==> config.mk <==
export PLATFORM = sky130hd
export DESIGN_NAME = brw_top
export DESIGN_NICKNAME = d
export VERILOG_FILES = /design/src/brw_sample_timer.v /design/src/brw_top.v
export VERILOG_INCLUDE_DIRS = /design/src /design/src/src
export SDC_FILE = /design/constraint.sdc
export NUM_CORES = 1
export LEC_CHECK = 0
export BUFFER_PORTS_ARGS = -buffer_cell sky130_fd_sc_hd__buf_2
export CAP_MARGIN = 20
export CORE_MARGIN = 2
export CORE_UTILIZATION = 33
export CTS_BUF_LIST = sky130_fd_sc_hd__clkbuf_4 sky130_fd_sc_hd__clkbuf_8
export DETAILED_ROUTE_END_ITERATION = 8
export GPL_TIMING_DRIVEN = 0
export HOLD_SLACK_MARGIN = 0.03
export SYNTH_ARGS = -nofsm -noshare
export SYNTH_HDL_FRONTEND = slang
export SYNTH_HIERARCHICAL = 1
export SYNTH_SLANG_ARGS = --single-unit
==> constraint.sdc <==
create_clock -name clock -period 3.13 [get_ports clock]
set_input_delay 0.1565 -clock clock [delete_from_list [all_inputs] [get_ports clock]]
set_output_delay 0.1565 -clock clock [all_outputs]
set_load 0.05 [all_outputs]
==> src/brw_defines.vh <==
`ifndef BRW_DEFINES_VH
`define BRW_DEFINES_VH
// register indices; byte address is four times the index
`define BRW_IDX_MODE_CTRL    8'h00
`define BRW_IDX_THRESH_LVL   8'h01
`define BRW_IDX_WARN_LVL     8'h08
`define BRW_IDX_WARN_ICTRL   8'h09
`define BRW_IDX_WARN_FLAGS   8'h0A
`define BRW_IDX_WARN_STAT    8'h0B
`define BRW_ADDR_LSB         2
`define BRW_ADDR_MSB         9
// mode control fields
`define BRW_RATE_BIT         4
`define BRW_ACT_HI           3
`define BRW_ACT_LO           2
`define BRW_SLP_HI           1
`define BRW_SLP_LO           0
// interrupt control fields
`define BRW_IE_BIT           0
`define BRW_TRIG_HI          2
`define BRW_TRIG_LO          1
`define BRW_FLAG_BIT         0
`define BRW_STAT_BIT         0
// warning offset and threshold fields
`define BRW_OFS_HI           1
`define BRW_OFS_LO           0
`define BRW_THR_HI           2
`define BRW_THR_LO           0
// detector modes
`define BRW_MODE_OFF         2'h0
`define BRW_MODE_CONT        2'h1
`define BRW_MODE_SAMPLED     2'h2
`define BRW_MODE_WAKE_GATED  2'h3
// warning trigger choices
`define BRW_TRIG_BELOW       2'h0
`define BRW_TRIG_ABOVE       2'h1
`define BRW_TRIG_CROSS       2'h2
// reset values
`define BRW_RST_BYTE         8'h00
`define BRW_RST_TRIG         2'h0
`define BRW_RST_OFFSET       2'h0
// unlock window in instructions
`define BRW_UNLOCK_INSTR     3'h4
`define BRW_UNLOCK_ZERO      3'h0
`define BRW_UNLOCK_ONE       3'h1
// timing: clock in MHz, sample periods in microseconds
`define BRW_CLK_MHZ          24'd250
`define BRW_PER_FAST_US      24'd1000
`define BRW_PER_SLOW_US      24'd8000
// ahb encodings
`define BRW_HTRANS_NSEQ_BIT  1
`define BRW_HRESP_OKAY       1'b0
`define BRW_ZERO_WORD        32'h00000000
`define BRW_CNT_W            24
`endif

==> src/brw_sample_timer.v <==
`timescale 1ns/1ps
`default_nettype none
`include "brw_defines.vh"
// free-running tick source for sampled detector operation
module brw_sample_timer #(
    parameter [`BRW_CNT_W-1:0] FAST_CYCLES = 24'd250000,
    parameter [`BRW_CNT_W-1:0] SLOW_CYCLES = 24'd2000000
) (
    input  wire                  clock,
    input  wire                  sys_rst,
    input  wire                  clk_en,
    input  wire                  run,
    input  wire                  slow_sel,
    output reg                   tick_q
);
    reg  [`BRW_CNT_W-1:0] count_q;
    wire [`BRW_CNT_W-1:0] last;

    assign last = slow_sel ? (SLOW_CYCLES - 24'd1) : (FAST_CYCLES - 24'd1);

    // restart on every run so the first sample follows a full period
    always @(posedge clock) begin
        if (sys_rst) begin
            count_q <= {`BRW_CNT_W{1'b0}};
            tick_q  <= 1'b0;
        end else if (clk_en) begin
            tick_q <= 1'b0;
            if (!run) begin
                count_q <= {`BRW_CNT_W{1'b0}};
            end else if (count_q >= last) begin
                count_q <= {`BRW_CNT_W{1'b0}};
                tick_q  <= 1'b1;
            end else begin
                count_q <= count_q + 24'd1;
            end
        end
    end
endmodule // brw_sample_timer
`default_nettype wire

==> src/brw_top.v <==
// Implementation choice: the AHB-Lite register port.
`timescale 1ns/1ps
`default_nettype none
`include "brw_defines.vh"
// Operation
// - rate bit clear samples at 1 kHz, set samples at 125 Hz.
// - rate, active mode and sleep mode reset from fuse inputs.
// - rate bit is read-only and needs no unlock.
// - read-only active mode sets detector mode when awake.
// - active mode 3 holds execution after wake until detector runs.
// - writable sleep mode sets detector mode in deep sleep.
// - read-only fuse-loaded threshold code selects brown-out level.
// - offset code places warning level 5, 15 or 25 percent above.
// - trigger field picks fall, rise or either crossing.
// - interrupt enable bit gates the warning interrupt.
// - matching monitor event sets the warning flag.
// - flag only sets while detector and interrupt enable are on; a clear write works anytime except against a same-cycle set.
// - status reads 1 below warning level, 0 above.
// - deep sleep uses sleep mode, waking returns to active mode.
// - sleep mode write lands only within four instructions of unlock.
// - interrupt asserted while enable and flag both set.
// - monitor follows detector mode, off and sampled alike.
module brw_top #(
    parameter [`BRW_CNT_W-1:0] FAST_CYCLES =
        `BRW_CLK_MHZ * `BRW_PER_FAST_US,
    parameter [`BRW_CNT_W-1:0] SLOW_CYCLES =
        `BRW_CLK_MHZ * `BRW_PER_SLOW_US
) (
    input  wire        clock,
    input  wire        sys_rst,
    input  wire        clk_en,
    input  wire        hsel,
    input  wire [31:0] haddr,
    input  wire [1:0]  htrans,
    input  wire        hwrite,
    input  wire [2:0]  hsize,
    input  wire [31:0] hwdata,
    input  wire        hready,
    output reg         hreadyout,
    output reg  [31:0] hrdata,
    output reg         hresp,
    input  wire        fuse_reload,
    input  wire        fuse_sample_rate,
    input  wire [1:0]  fuse_active_mode,
    input  wire [1:0]  fuse_sleep_mode,
    input  wire [2:0]  fuse_threshold,
    input  wire        unlock_key_written,
    input  wire        instr_retired,
    input  wire        deep_sleep,
    input  wire        detector_running,
    input  wire        warn_below_cmp,
    output reg  [1:0]  detector_mode_q,
    output reg  [2:0]  threshold_out_q,
    output reg  [1:0]  warn_offset_out_q,
    output reg         monitor_enable_q,
    output reg         sample_strobe_q,
    output reg         exec_hold_q,
    output reg         warn_irq_q
);
    ////////////////////////////////////////////////////////////////////
    // configuration state
    reg        sample_rate_select_q;
    reg [1:0]  active_mode_q;
    reg [1:0]  sleep_mode_q;
    reg [2:0]  brownout_threshold_sel_q;
    reg [1:0]  warning_offset_sel_q;
    reg [1:0]  warning_trigger_sel_q;
    reg        warning_irq_enable_q;
    reg        warning_irq_flag_q;
    reg        warning_below_status_q;
    reg        below_prev_q;
    reg        prev_valid_q;
    reg        deep_sleep_q;
    reg [2:0]  unlock_cnt_q;

    // bus state
    reg        dph_valid_q;
    reg        dph_write_q;
    reg [7:0]  dph_idx_q;
    reg        rd_pend_q;

    wire       addr_phase;
    wire [7:0] addr_idx;
    wire       wr_now;
    wire [7:0] wdat;
    wire       sample_tick;
    wire [1:0] mode_d;
    wire       det_on;
    wire       take_sample;
    wire       evt_match;
    wire       flag_clr;
    wire       unlocked;
    wire       wake_edge;
    reg  [7:0] rd_byte;
    reg        evt_match_r;

    // nonseq and seq are both decoded via htrans bit 1; the master issues singles, never seq
    // a narrow address window is decoded, so upper address bits alias
    assign addr_phase = hsel & hready & htrans[`BRW_HTRANS_NSEQ_BIT];
    assign addr_idx   = haddr[`BRW_ADDR_MSB:`BRW_ADDR_LSB];
    assign wr_now     = dph_valid_q & dph_write_q;
    // registers are eight bits wide; upper write data is ignored
    assign wdat       = hwdata[7:0];

    ////////////////////////////////////////////////////////////////////
    // effective detector mode
    // sleep code 3 is reserved; treated as off so nothing half-runs
    assign mode_d = deep_sleep ?
        ((sleep_mode_q == `BRW_MODE_WAKE_GATED) ? `BRW_MODE_OFF
                                                : sleep_mode_q)
        : active_mode_q;
    // on/off is judged from the registered mode the analog side sees
    assign det_on = (detector_mode_q != `BRW_MODE_OFF);

    // timer only runs in sampled mode, so its phase restarts each entry
    brw_sample_timer #(
        .FAST_CYCLES (FAST_CYCLES),
        .SLOW_CYCLES (SLOW_CYCLES)
    ) u_timer (
        .clock    (clock),
        .sys_rst  (sys_rst),
        .clk_en   (clk_en),
        .run      (detector_mode_q == `BRW_MODE_SAMPLED),
        .slow_sel (sample_rate_select_q),
        .tick_q   (sample_tick)
    );

    // monitor samples each cycle in continuous modes, on ticks if sampled
    assign take_sample = det_on & warning_irq_enable_q &
        ((detector_mode_q != `BRW_MODE_SAMPLED) | sample_tick);

    // history holds the last sample, so an edge needs two samples
    always @* begin
        case (warning_trigger_sel_q)
            `BRW_TRIG_BELOW: evt_match_r = ~below_prev_q & warn_below_cmp;
            `BRW_TRIG_ABOVE: evt_match_r = below_prev_q & ~warn_below_cmp;
            `BRW_TRIG_CROSS: evt_match_r = below_prev_q ^ warn_below_cmp;
            default:         evt_match_r = 1'b0;
        endcase
    end
    assign evt_match = take_sample & prev_valid_q & evt_match_r;

    // clear acts at the data phase edge of a write to the flag word
    assign flag_clr = wr_now & (dph_idx_q == `BRW_IDX_WARN_FLAGS) &
                      wdat[`BRW_FLAG_BIT];
    assign unlocked  = (unlock_cnt_q != `BRW_UNLOCK_ZERO);
    // wake edge is seen in the same cycle that sleep ends at the pin
    assign wake_edge = deep_sleep_q & ~deep_sleep;

    ////////////////////////////////////////////////////////////////////
    // register file and monitor
    always @(posedge clock) begin
        if (sys_rst) begin
            sample_rate_select_q     <= fuse_sample_rate;
            active_mode_q            <= fuse_active_mode;
            sleep_mode_q             <= fuse_sleep_mode;
            // threshold copy is fuse loaded too, never written by software
            brownout_threshold_sel_q <= fuse_threshold;
            warning_offset_sel_q     <= `BRW_RST_OFFSET;
            warning_trigger_sel_q    <= `BRW_RST_TRIG;
            warning_irq_enable_q     <= 1'b0;
            warning_irq_flag_q       <= 1'b0;
            warning_below_status_q   <= 1'b0;
            below_prev_q             <= 1'b0;
            prev_valid_q             <= 1'b0;
            unlock_cnt_q             <= `BRW_UNLOCK_ZERO;
        end else if (clk_en) begin
            // a fuse reload wins over a software write in the same cycle
            if (fuse_reload) begin
                sample_rate_select_q     <= fuse_sample_rate;
                active_mode_q            <= fuse_active_mode;
                brownout_threshold_sel_q <= fuse_threshold;
            end
            // unlock window counts down one per retired instruction
            // a new key pulse always reopens the full window
            if (unlock_key_written)
                unlock_cnt_q <= `BRW_UNLOCK_INSTR;
            else if (unlocked & instr_retired)
                unlock_cnt_q <= unlock_cnt_q - `BRW_UNLOCK_ONE;
            if (fuse_reload)
                sleep_mode_q <= fuse_sleep_mode;
            else if (wr_now & unlocked &
                     (dph_idx_q == `BRW_IDX_MODE_CTRL))
                sleep_mode_q <= wdat[`BRW_SLP_HI:`BRW_SLP_LO];
            if (wr_now & (dph_idx_q == `BRW_IDX_WARN_LVL))
                // reserved offset codes are kept; the analog side decides
                warning_offset_sel_q <=
                    wdat[`BRW_OFS_HI:`BRW_OFS_LO];
            if (wr_now & (dph_idx_q == `BRW_IDX_WARN_ICTRL)) begin
                warning_trigger_sel_q <=
                    wdat[`BRW_TRIG_HI:`BRW_TRIG_LO];
                warning_irq_enable_q  <= wdat[`BRW_IE_BIT];
            end
            // set beats a same-cycle clear
            if (evt_match & det_on)
                warning_irq_flag_q <= 1'b1;
            else if (flag_clr)
                warning_irq_flag_q <= 1'b0;
            if (take_sample) begin
                warning_below_status_q <= warn_below_cmp;
                below_prev_q           <= warn_below_cmp;
                prev_valid_q           <= 1'b1;
            end else if (!det_on || !warning_irq_enable_q) begin
                // stale history must not fake a crossing on re-enable
                prev_valid_q <= 1'b0;
            end
        end
    end

    ////////////////////////////////////////////////////////////////////
    // outputs toward the analog side and the sleep controller
    always @(posedge clock) begin
        if (sys_rst) begin
            detector_mode_q   <= `BRW_MODE_OFF;
            threshold_out_q   <= fuse_threshold;
            warn_offset_out_q <= `BRW_RST_OFFSET;
            monitor_enable_q  <= 1'b0;
            sample_strobe_q   <= 1'b0;
            exec_hold_q       <= 1'b0;
            warn_irq_q        <= 1'b0;
            deep_sleep_q      <= 1'b0;
        end else if (clk_en) begin
            deep_sleep_q      <= deep_sleep;
            detector_mode_q   <= mode_d;
            threshold_out_q   <= brownout_threshold_sel_q;
            warn_offset_out_q <= warning_offset_sel_q;
            monitor_enable_q  <= det_on & warning_irq_enable_q;
            // strobe lags the tick one cycle so it comes from a flop
            sample_strobe_q   <= sample_tick;
            // level request, stands until the flag or the enable bit is cleared
            warn_irq_q <= warning_irq_enable_q &
                          warning_irq_flag_q;
            // a wake edge wins: running seen from before sleep is stale
            if (wake_edge &
                (active_mode_q == `BRW_MODE_WAKE_GATED))
                exec_hold_q <= 1'b1;
            else if (detector_running)
                exec_hold_q <= 1'b0;
        end
    end

    ////////////////////////////////////////////////////////////////////
    // read mux; unused bits and unmapped words read zero
    always @* begin
        rd_byte = `BRW_RST_BYTE;
        case (dph_idx_q)
            `BRW_IDX_MODE_CTRL: begin
                rd_byte[`BRW_RATE_BIT] = sample_rate_select_q;
                rd_byte[`BRW_ACT_HI:`BRW_ACT_LO] = active_mode_q;
                rd_byte[`BRW_SLP_HI:`BRW_SLP_LO] = sleep_mode_q;
            end
            `BRW_IDX_THRESH_LVL:
                rd_byte[`BRW_THR_HI:`BRW_THR_LO] = brownout_threshold_sel_q;
            `BRW_IDX_WARN_LVL:
                rd_byte[`BRW_OFS_HI:`BRW_OFS_LO] = warning_offset_sel_q;
            `BRW_IDX_WARN_ICTRL: begin
                rd_byte[`BRW_TRIG_HI:`BRW_TRIG_LO] = warning_trigger_sel_q;
                rd_byte[`BRW_IE_BIT] = warning_irq_enable_q;
            end
            `BRW_IDX_WARN_FLAGS:
                rd_byte[`BRW_FLAG_BIT] = warning_irq_flag_q;
            `BRW_IDX_WARN_STAT:
                rd_byte[`BRW_STAT_BIT] = warning_below_status_q;
            default:
                rd_byte = `BRW_RST_BYTE;
        endcase
    end

    ////////////////////////////////////////////////////////////////////
    // ahb-lite slave: writes zero wait, reads one wait state
    // the wait lets a read see a write made in the cycle before it
    // hresp never leaves okay: no access here can fail
    // clk_en low freezes the bus too; keep it high during an access
    always @(posedge clock) begin
        if (sys_rst) begin
            dph_valid_q <= 1'b0;
            dph_write_q <= 1'b0;
            dph_idx_q   <= `BRW_RST_BYTE;
            rd_pend_q   <= 1'b0;
            hreadyout   <= 1'b1;
            hrdata      <= `BRW_ZERO_WORD;
            hresp       <= `BRW_HRESP_OKAY;
        end else if (clk_en) begin
            hresp <= `BRW_HRESP_OKAY;
            if (addr_phase) begin
                dph_valid_q <= 1'b1;
                dph_write_q <= hwrite;
                dph_idx_q   <= addr_idx;
                rd_pend_q   <= ~hwrite;
                hreadyout   <= hwrite;
            end else if (rd_pend_q) begin
                rd_pend_q   <= 1'b0;
                hrdata      <= {24'h000000, rd_byte};
                hreadyout   <= 1'b1;
            end else if (hreadyout) begin
                dph_valid_q <= 1'b0;
                dph_write_q <= 1'b0;
            end
        end
    end
endmodule // brw_top
`default_nettype wire

==> summary.md <==
| Metric | Value |
|---|---|
| Status | completed |
| Count of H-tree levels built during CTS | 3 |
| Setup-failing EPs final | 0 |
| Final Hold Viols | 0 |
| Total Die Area | 12700 um^2 |
| Pwr Density | 456 nW/um^2 |
| Worst path cell trace | inv_1 -> ha_1 -> a21oi_1 -> a21boi_1 -> or3b_4 -> nor4_4 -> buf_6 -> a41oi_2 -> a31oi_1 |
| Initial Util | 33.9% |
| Unrepaired setup endpoints after global routing | false |
| Clock buffers created by TritonCTS | 9 |
| Most common library cell in the layout ignoring fill and taps | dfxtp_1 |
| Total clock sinks | 73 |
| WHS | 0.0401 ns |
| Worst Reg-to-Reg Cells | 9 |
| Vias in the first global route | 3051 |
| Average detailed-routed wire length per instance | 14.1 um |
| Commonest cells after routing, fill and taps aside | dfxtp_1, nand2_1, buf_2 |
| Crit path buffers/inverters | 2 |
| Post-synth design cell area | 3890 um^2 |
| Final slew viol count | 0 |
| Post-Syn Instances | 435 |
| Max rail drop VDD | 0.236 mV |
| Count of buffers added by post-CTS timing repair for setup | 0 |
| Layout cell share with drive strength beyond 1 | 22.5% |
| Clock period minus final worst setup slack | 2.89 ns |
| Category of the worst setup path capture point | flip-flop |
| Launching point of the worst reg2reg path | sample_rate_select_q |
| Die boundary width | 113 um |
| Required time of the critical path | 3.41 ns |
| Antenna fix cells | 0 |
| Critical path launch point type | flip-flop |
| Worst Skew | 0.0103 ns |
| Worst min path class | in -> reg |
| CTS max path bufs | 2 |
| Worst setup path endpoint | u_timer/count_q[18] |
| Input/output buffers | 48 |
| DRC | 0 |
| Highest cell delay on the worst timing path | 0.54 ns |
| Number of DRC markers after the initial detailed-route iteration | 144 |
| Endpoint of the lowest-slack register-to-register path | u_timer/count_q[18] |
| Number of cells on the worst hold path | 3 |
| Number of different library cells in the post-synthesis netlist | 56 |
| Flip-flop and latch count after synthesis | 73 |
| Largest net degree at the start of global routing | 13 |
| CP Class | reg -> reg |
| Clock edge transition at the registers on the reported setup and hold paths | 0.07 ns |
| Top cell type's share of synthesized area | 31.9% |
| Via count | 3357 |
| Post-synth EDFFs | 11 |
| Post-DP HPWL | 7.07 mm |
| Number of iterations in the first detailed-routing pass | 5 |
| Slack of the worst reg-to-reg path | 0.24 ns |
| Number of warnings printed during yosys synthesis | 6 |
| Crit-path slowest cell | nor4_4 |
| Cell depth of the worst setup path | 9 |
| Final antenna-violating net count | 0 |
| Total wire length after detailed routing | 9.53 mm |
| Clock latency reported for the late side of the worst-skew pair | 0.36 ns |
| Highest attainable clock frequency | 0.346 GHz |
| Die Y-Extent | 113 um |
| Most common flop cell mapped by yosys | dfxtp_1 |
| Clock tree from TritonCTS | built |
| Critical path launch point | sample_rate_select_q |
| Share of synthesized area occupied by flip-flops and latches | 40.4% |
| Static Leak | 1.90 nW |
| Total of max-cap violations | 0 |
| Global placement routability congestion | 0.870 |
| # nets final | 634 |
| Avg Inst Size Synth | 8.94 um^2 |
| Largest area contributor in the netlist | dfxtp_1 |
| Setup total negative slack | 0 ns |
| Signal arrival time at the worst endpoint | 3.17 ns |
| Worst path top cell family by delay | simple AND/OR/NAND/NOR gates |
| Global-route wire length before repair | 15.3 mm |
| Initial antenna violation count | 0 |
| Root Buffer | clkbuf_8 |
| Cell types occupying the most area after synthesis | dfxtp_1, edfxtp_1, buf_4 |
| Final period util | 92.3% |
| Ratio of routed vias to standard cells | 4.96 |
| Least-Margin Pin Slew | 0.676 ns |
| Area Overhead vs Synth | 21.2% |
| Maximum fanout count along the critical path | 10 |
| Post-synth ARST share | 0% |
| Row count | 39 |
| Residual overflow from global routing | 0 |
| Core region area | 11500 um^2 |
| Count of boundary I/O pins | 134 |
| Global-route total usage across every layer | 15.1% |
| Worst slew margin relative to its limit | 54.5% |
==> routing by layer <==
metal	share of wire (%)	global-route usage, %
met5	0	0
met4	1.6	5.37
met3	5.7	2.70
met2	44	22.9
met1	48	21.6
==> metrics by stage <==
| step | worst slack (ns) | power, mW | instance area, um^2 | utilization (%) | cells |
|---|---|---|---|---|---|
| after floorplan | 0.746 | 1.24 | 3990 | - | 462 |
| after global placement | 0.306 | 1.31 | 4410 | 38.4 | 653 |
| final | 0.240 | 2.15 | 4710 | 41.1 | 677 |
| after global routing | 0.0336 | 2.24 | 4710 | 41.1 | 677 |
| after CTS | 0.224 | 2.17 | 4710 | 41.1 | 677 |
| after detailed placement | 0.236 | 1.31 | 4410 | 38.4 | 653 |
==> kinds of logic after synthesis <==
kind of cell    count (synthesis)  synth area share [%]
fa+ha+maj                      16                  5.15
other cells                     1                0.0965
compound gates                 91                  14.2
buf+inv                        60                  8.98
xor+xnor                        1                 0.225
simple gates                  173                  24.9
flops                          73                  40.4
mux                            20                  5.95
==> synthesized netlist by cell type, types with 2 or more instances <==
master    instances
edfxtp_1         11
or2_2             2
a31oi_1          17
dfxtp_1          62
and2_1            5
buf_4            30
o21ai_0          10
a41oi_1           2
nand4b_1          3
nand3_1          22
mux2i_1          13
o21ai_1           6
a21oi_1          40
buf_2             3
nand2_1          53
nor3_2            2
a211oi_1          4
nor2b_1           3
nor4_4            3
nand2b_1         14
and3_1            7
or3_1             2
nor3_1            3
mux2_2            5
clkbuf_1          9
mux4_2            2
inv_1            15
nor2_1           26
ha_1             16
nand4_1          10
nand3b_1         10
==> sequential cells by signal (all words and copies together) (netlist names), 3 cells and up <==
signal	cells
unlock_cnt_q	3
u_timer/count_q	24
brownout_threshold_sel_q	3
dph_idx_q	8
threshold_out_q	3
hrdata	5
==> worst min path at each step <==
stage | endpoint | startpoint
2_1_floorplan | active_mode_q[0] | fuse_active_mode[0]
3_3_place_gp | active_mode_q[0] | fuse_active_mode[0]
3_5_place_dp | active_mode_q[0] | fuse_active_mode[0]
4_1_cts | dph_idx_q[3] | haddr[5]
5_1_grt | dph_idx_q[5] | haddr[7]
6_report | dph_idx_q[3] | haddr[5]
==> layout make-up <==
cell class              count  area, um^2
repair buffers             56         320
multi-input cells         329        2070
flip-flops and latches     73        1570
plain buffers              44         289
fillers                  1129        6750
clock inverters             3        65.1
well taps                 143         179
clock buffers              13         160
inverters                  16        60.1
==> worst register-to-register path, stage by stage (launching register included) <==
cell and delay (ns):
edfxtp_1 0.51, inv_1 0.27, ha_1 0.30, a21oi_1 0.15, a21boi_1 0.09, or3b_4 0.43
nor4_4 0.54, buf_6 0.23, a41oi_2 0.11, a31oi_1 0.17
==> where the power goes <==
part	switching, mW	internal [mW]
clock network	0.351	0.497
logic	0.203	0.102
registers	0.0180	0.979
total	0.573	1.58
==> timing repair <==
item / 4_1_cts / 5_1_grt
gates resized for setup: 0 / 0
endpoints found under the hold margin: 8 / 0
hold buffers: 8 / 0
Power figures use the tool's default switching activity.
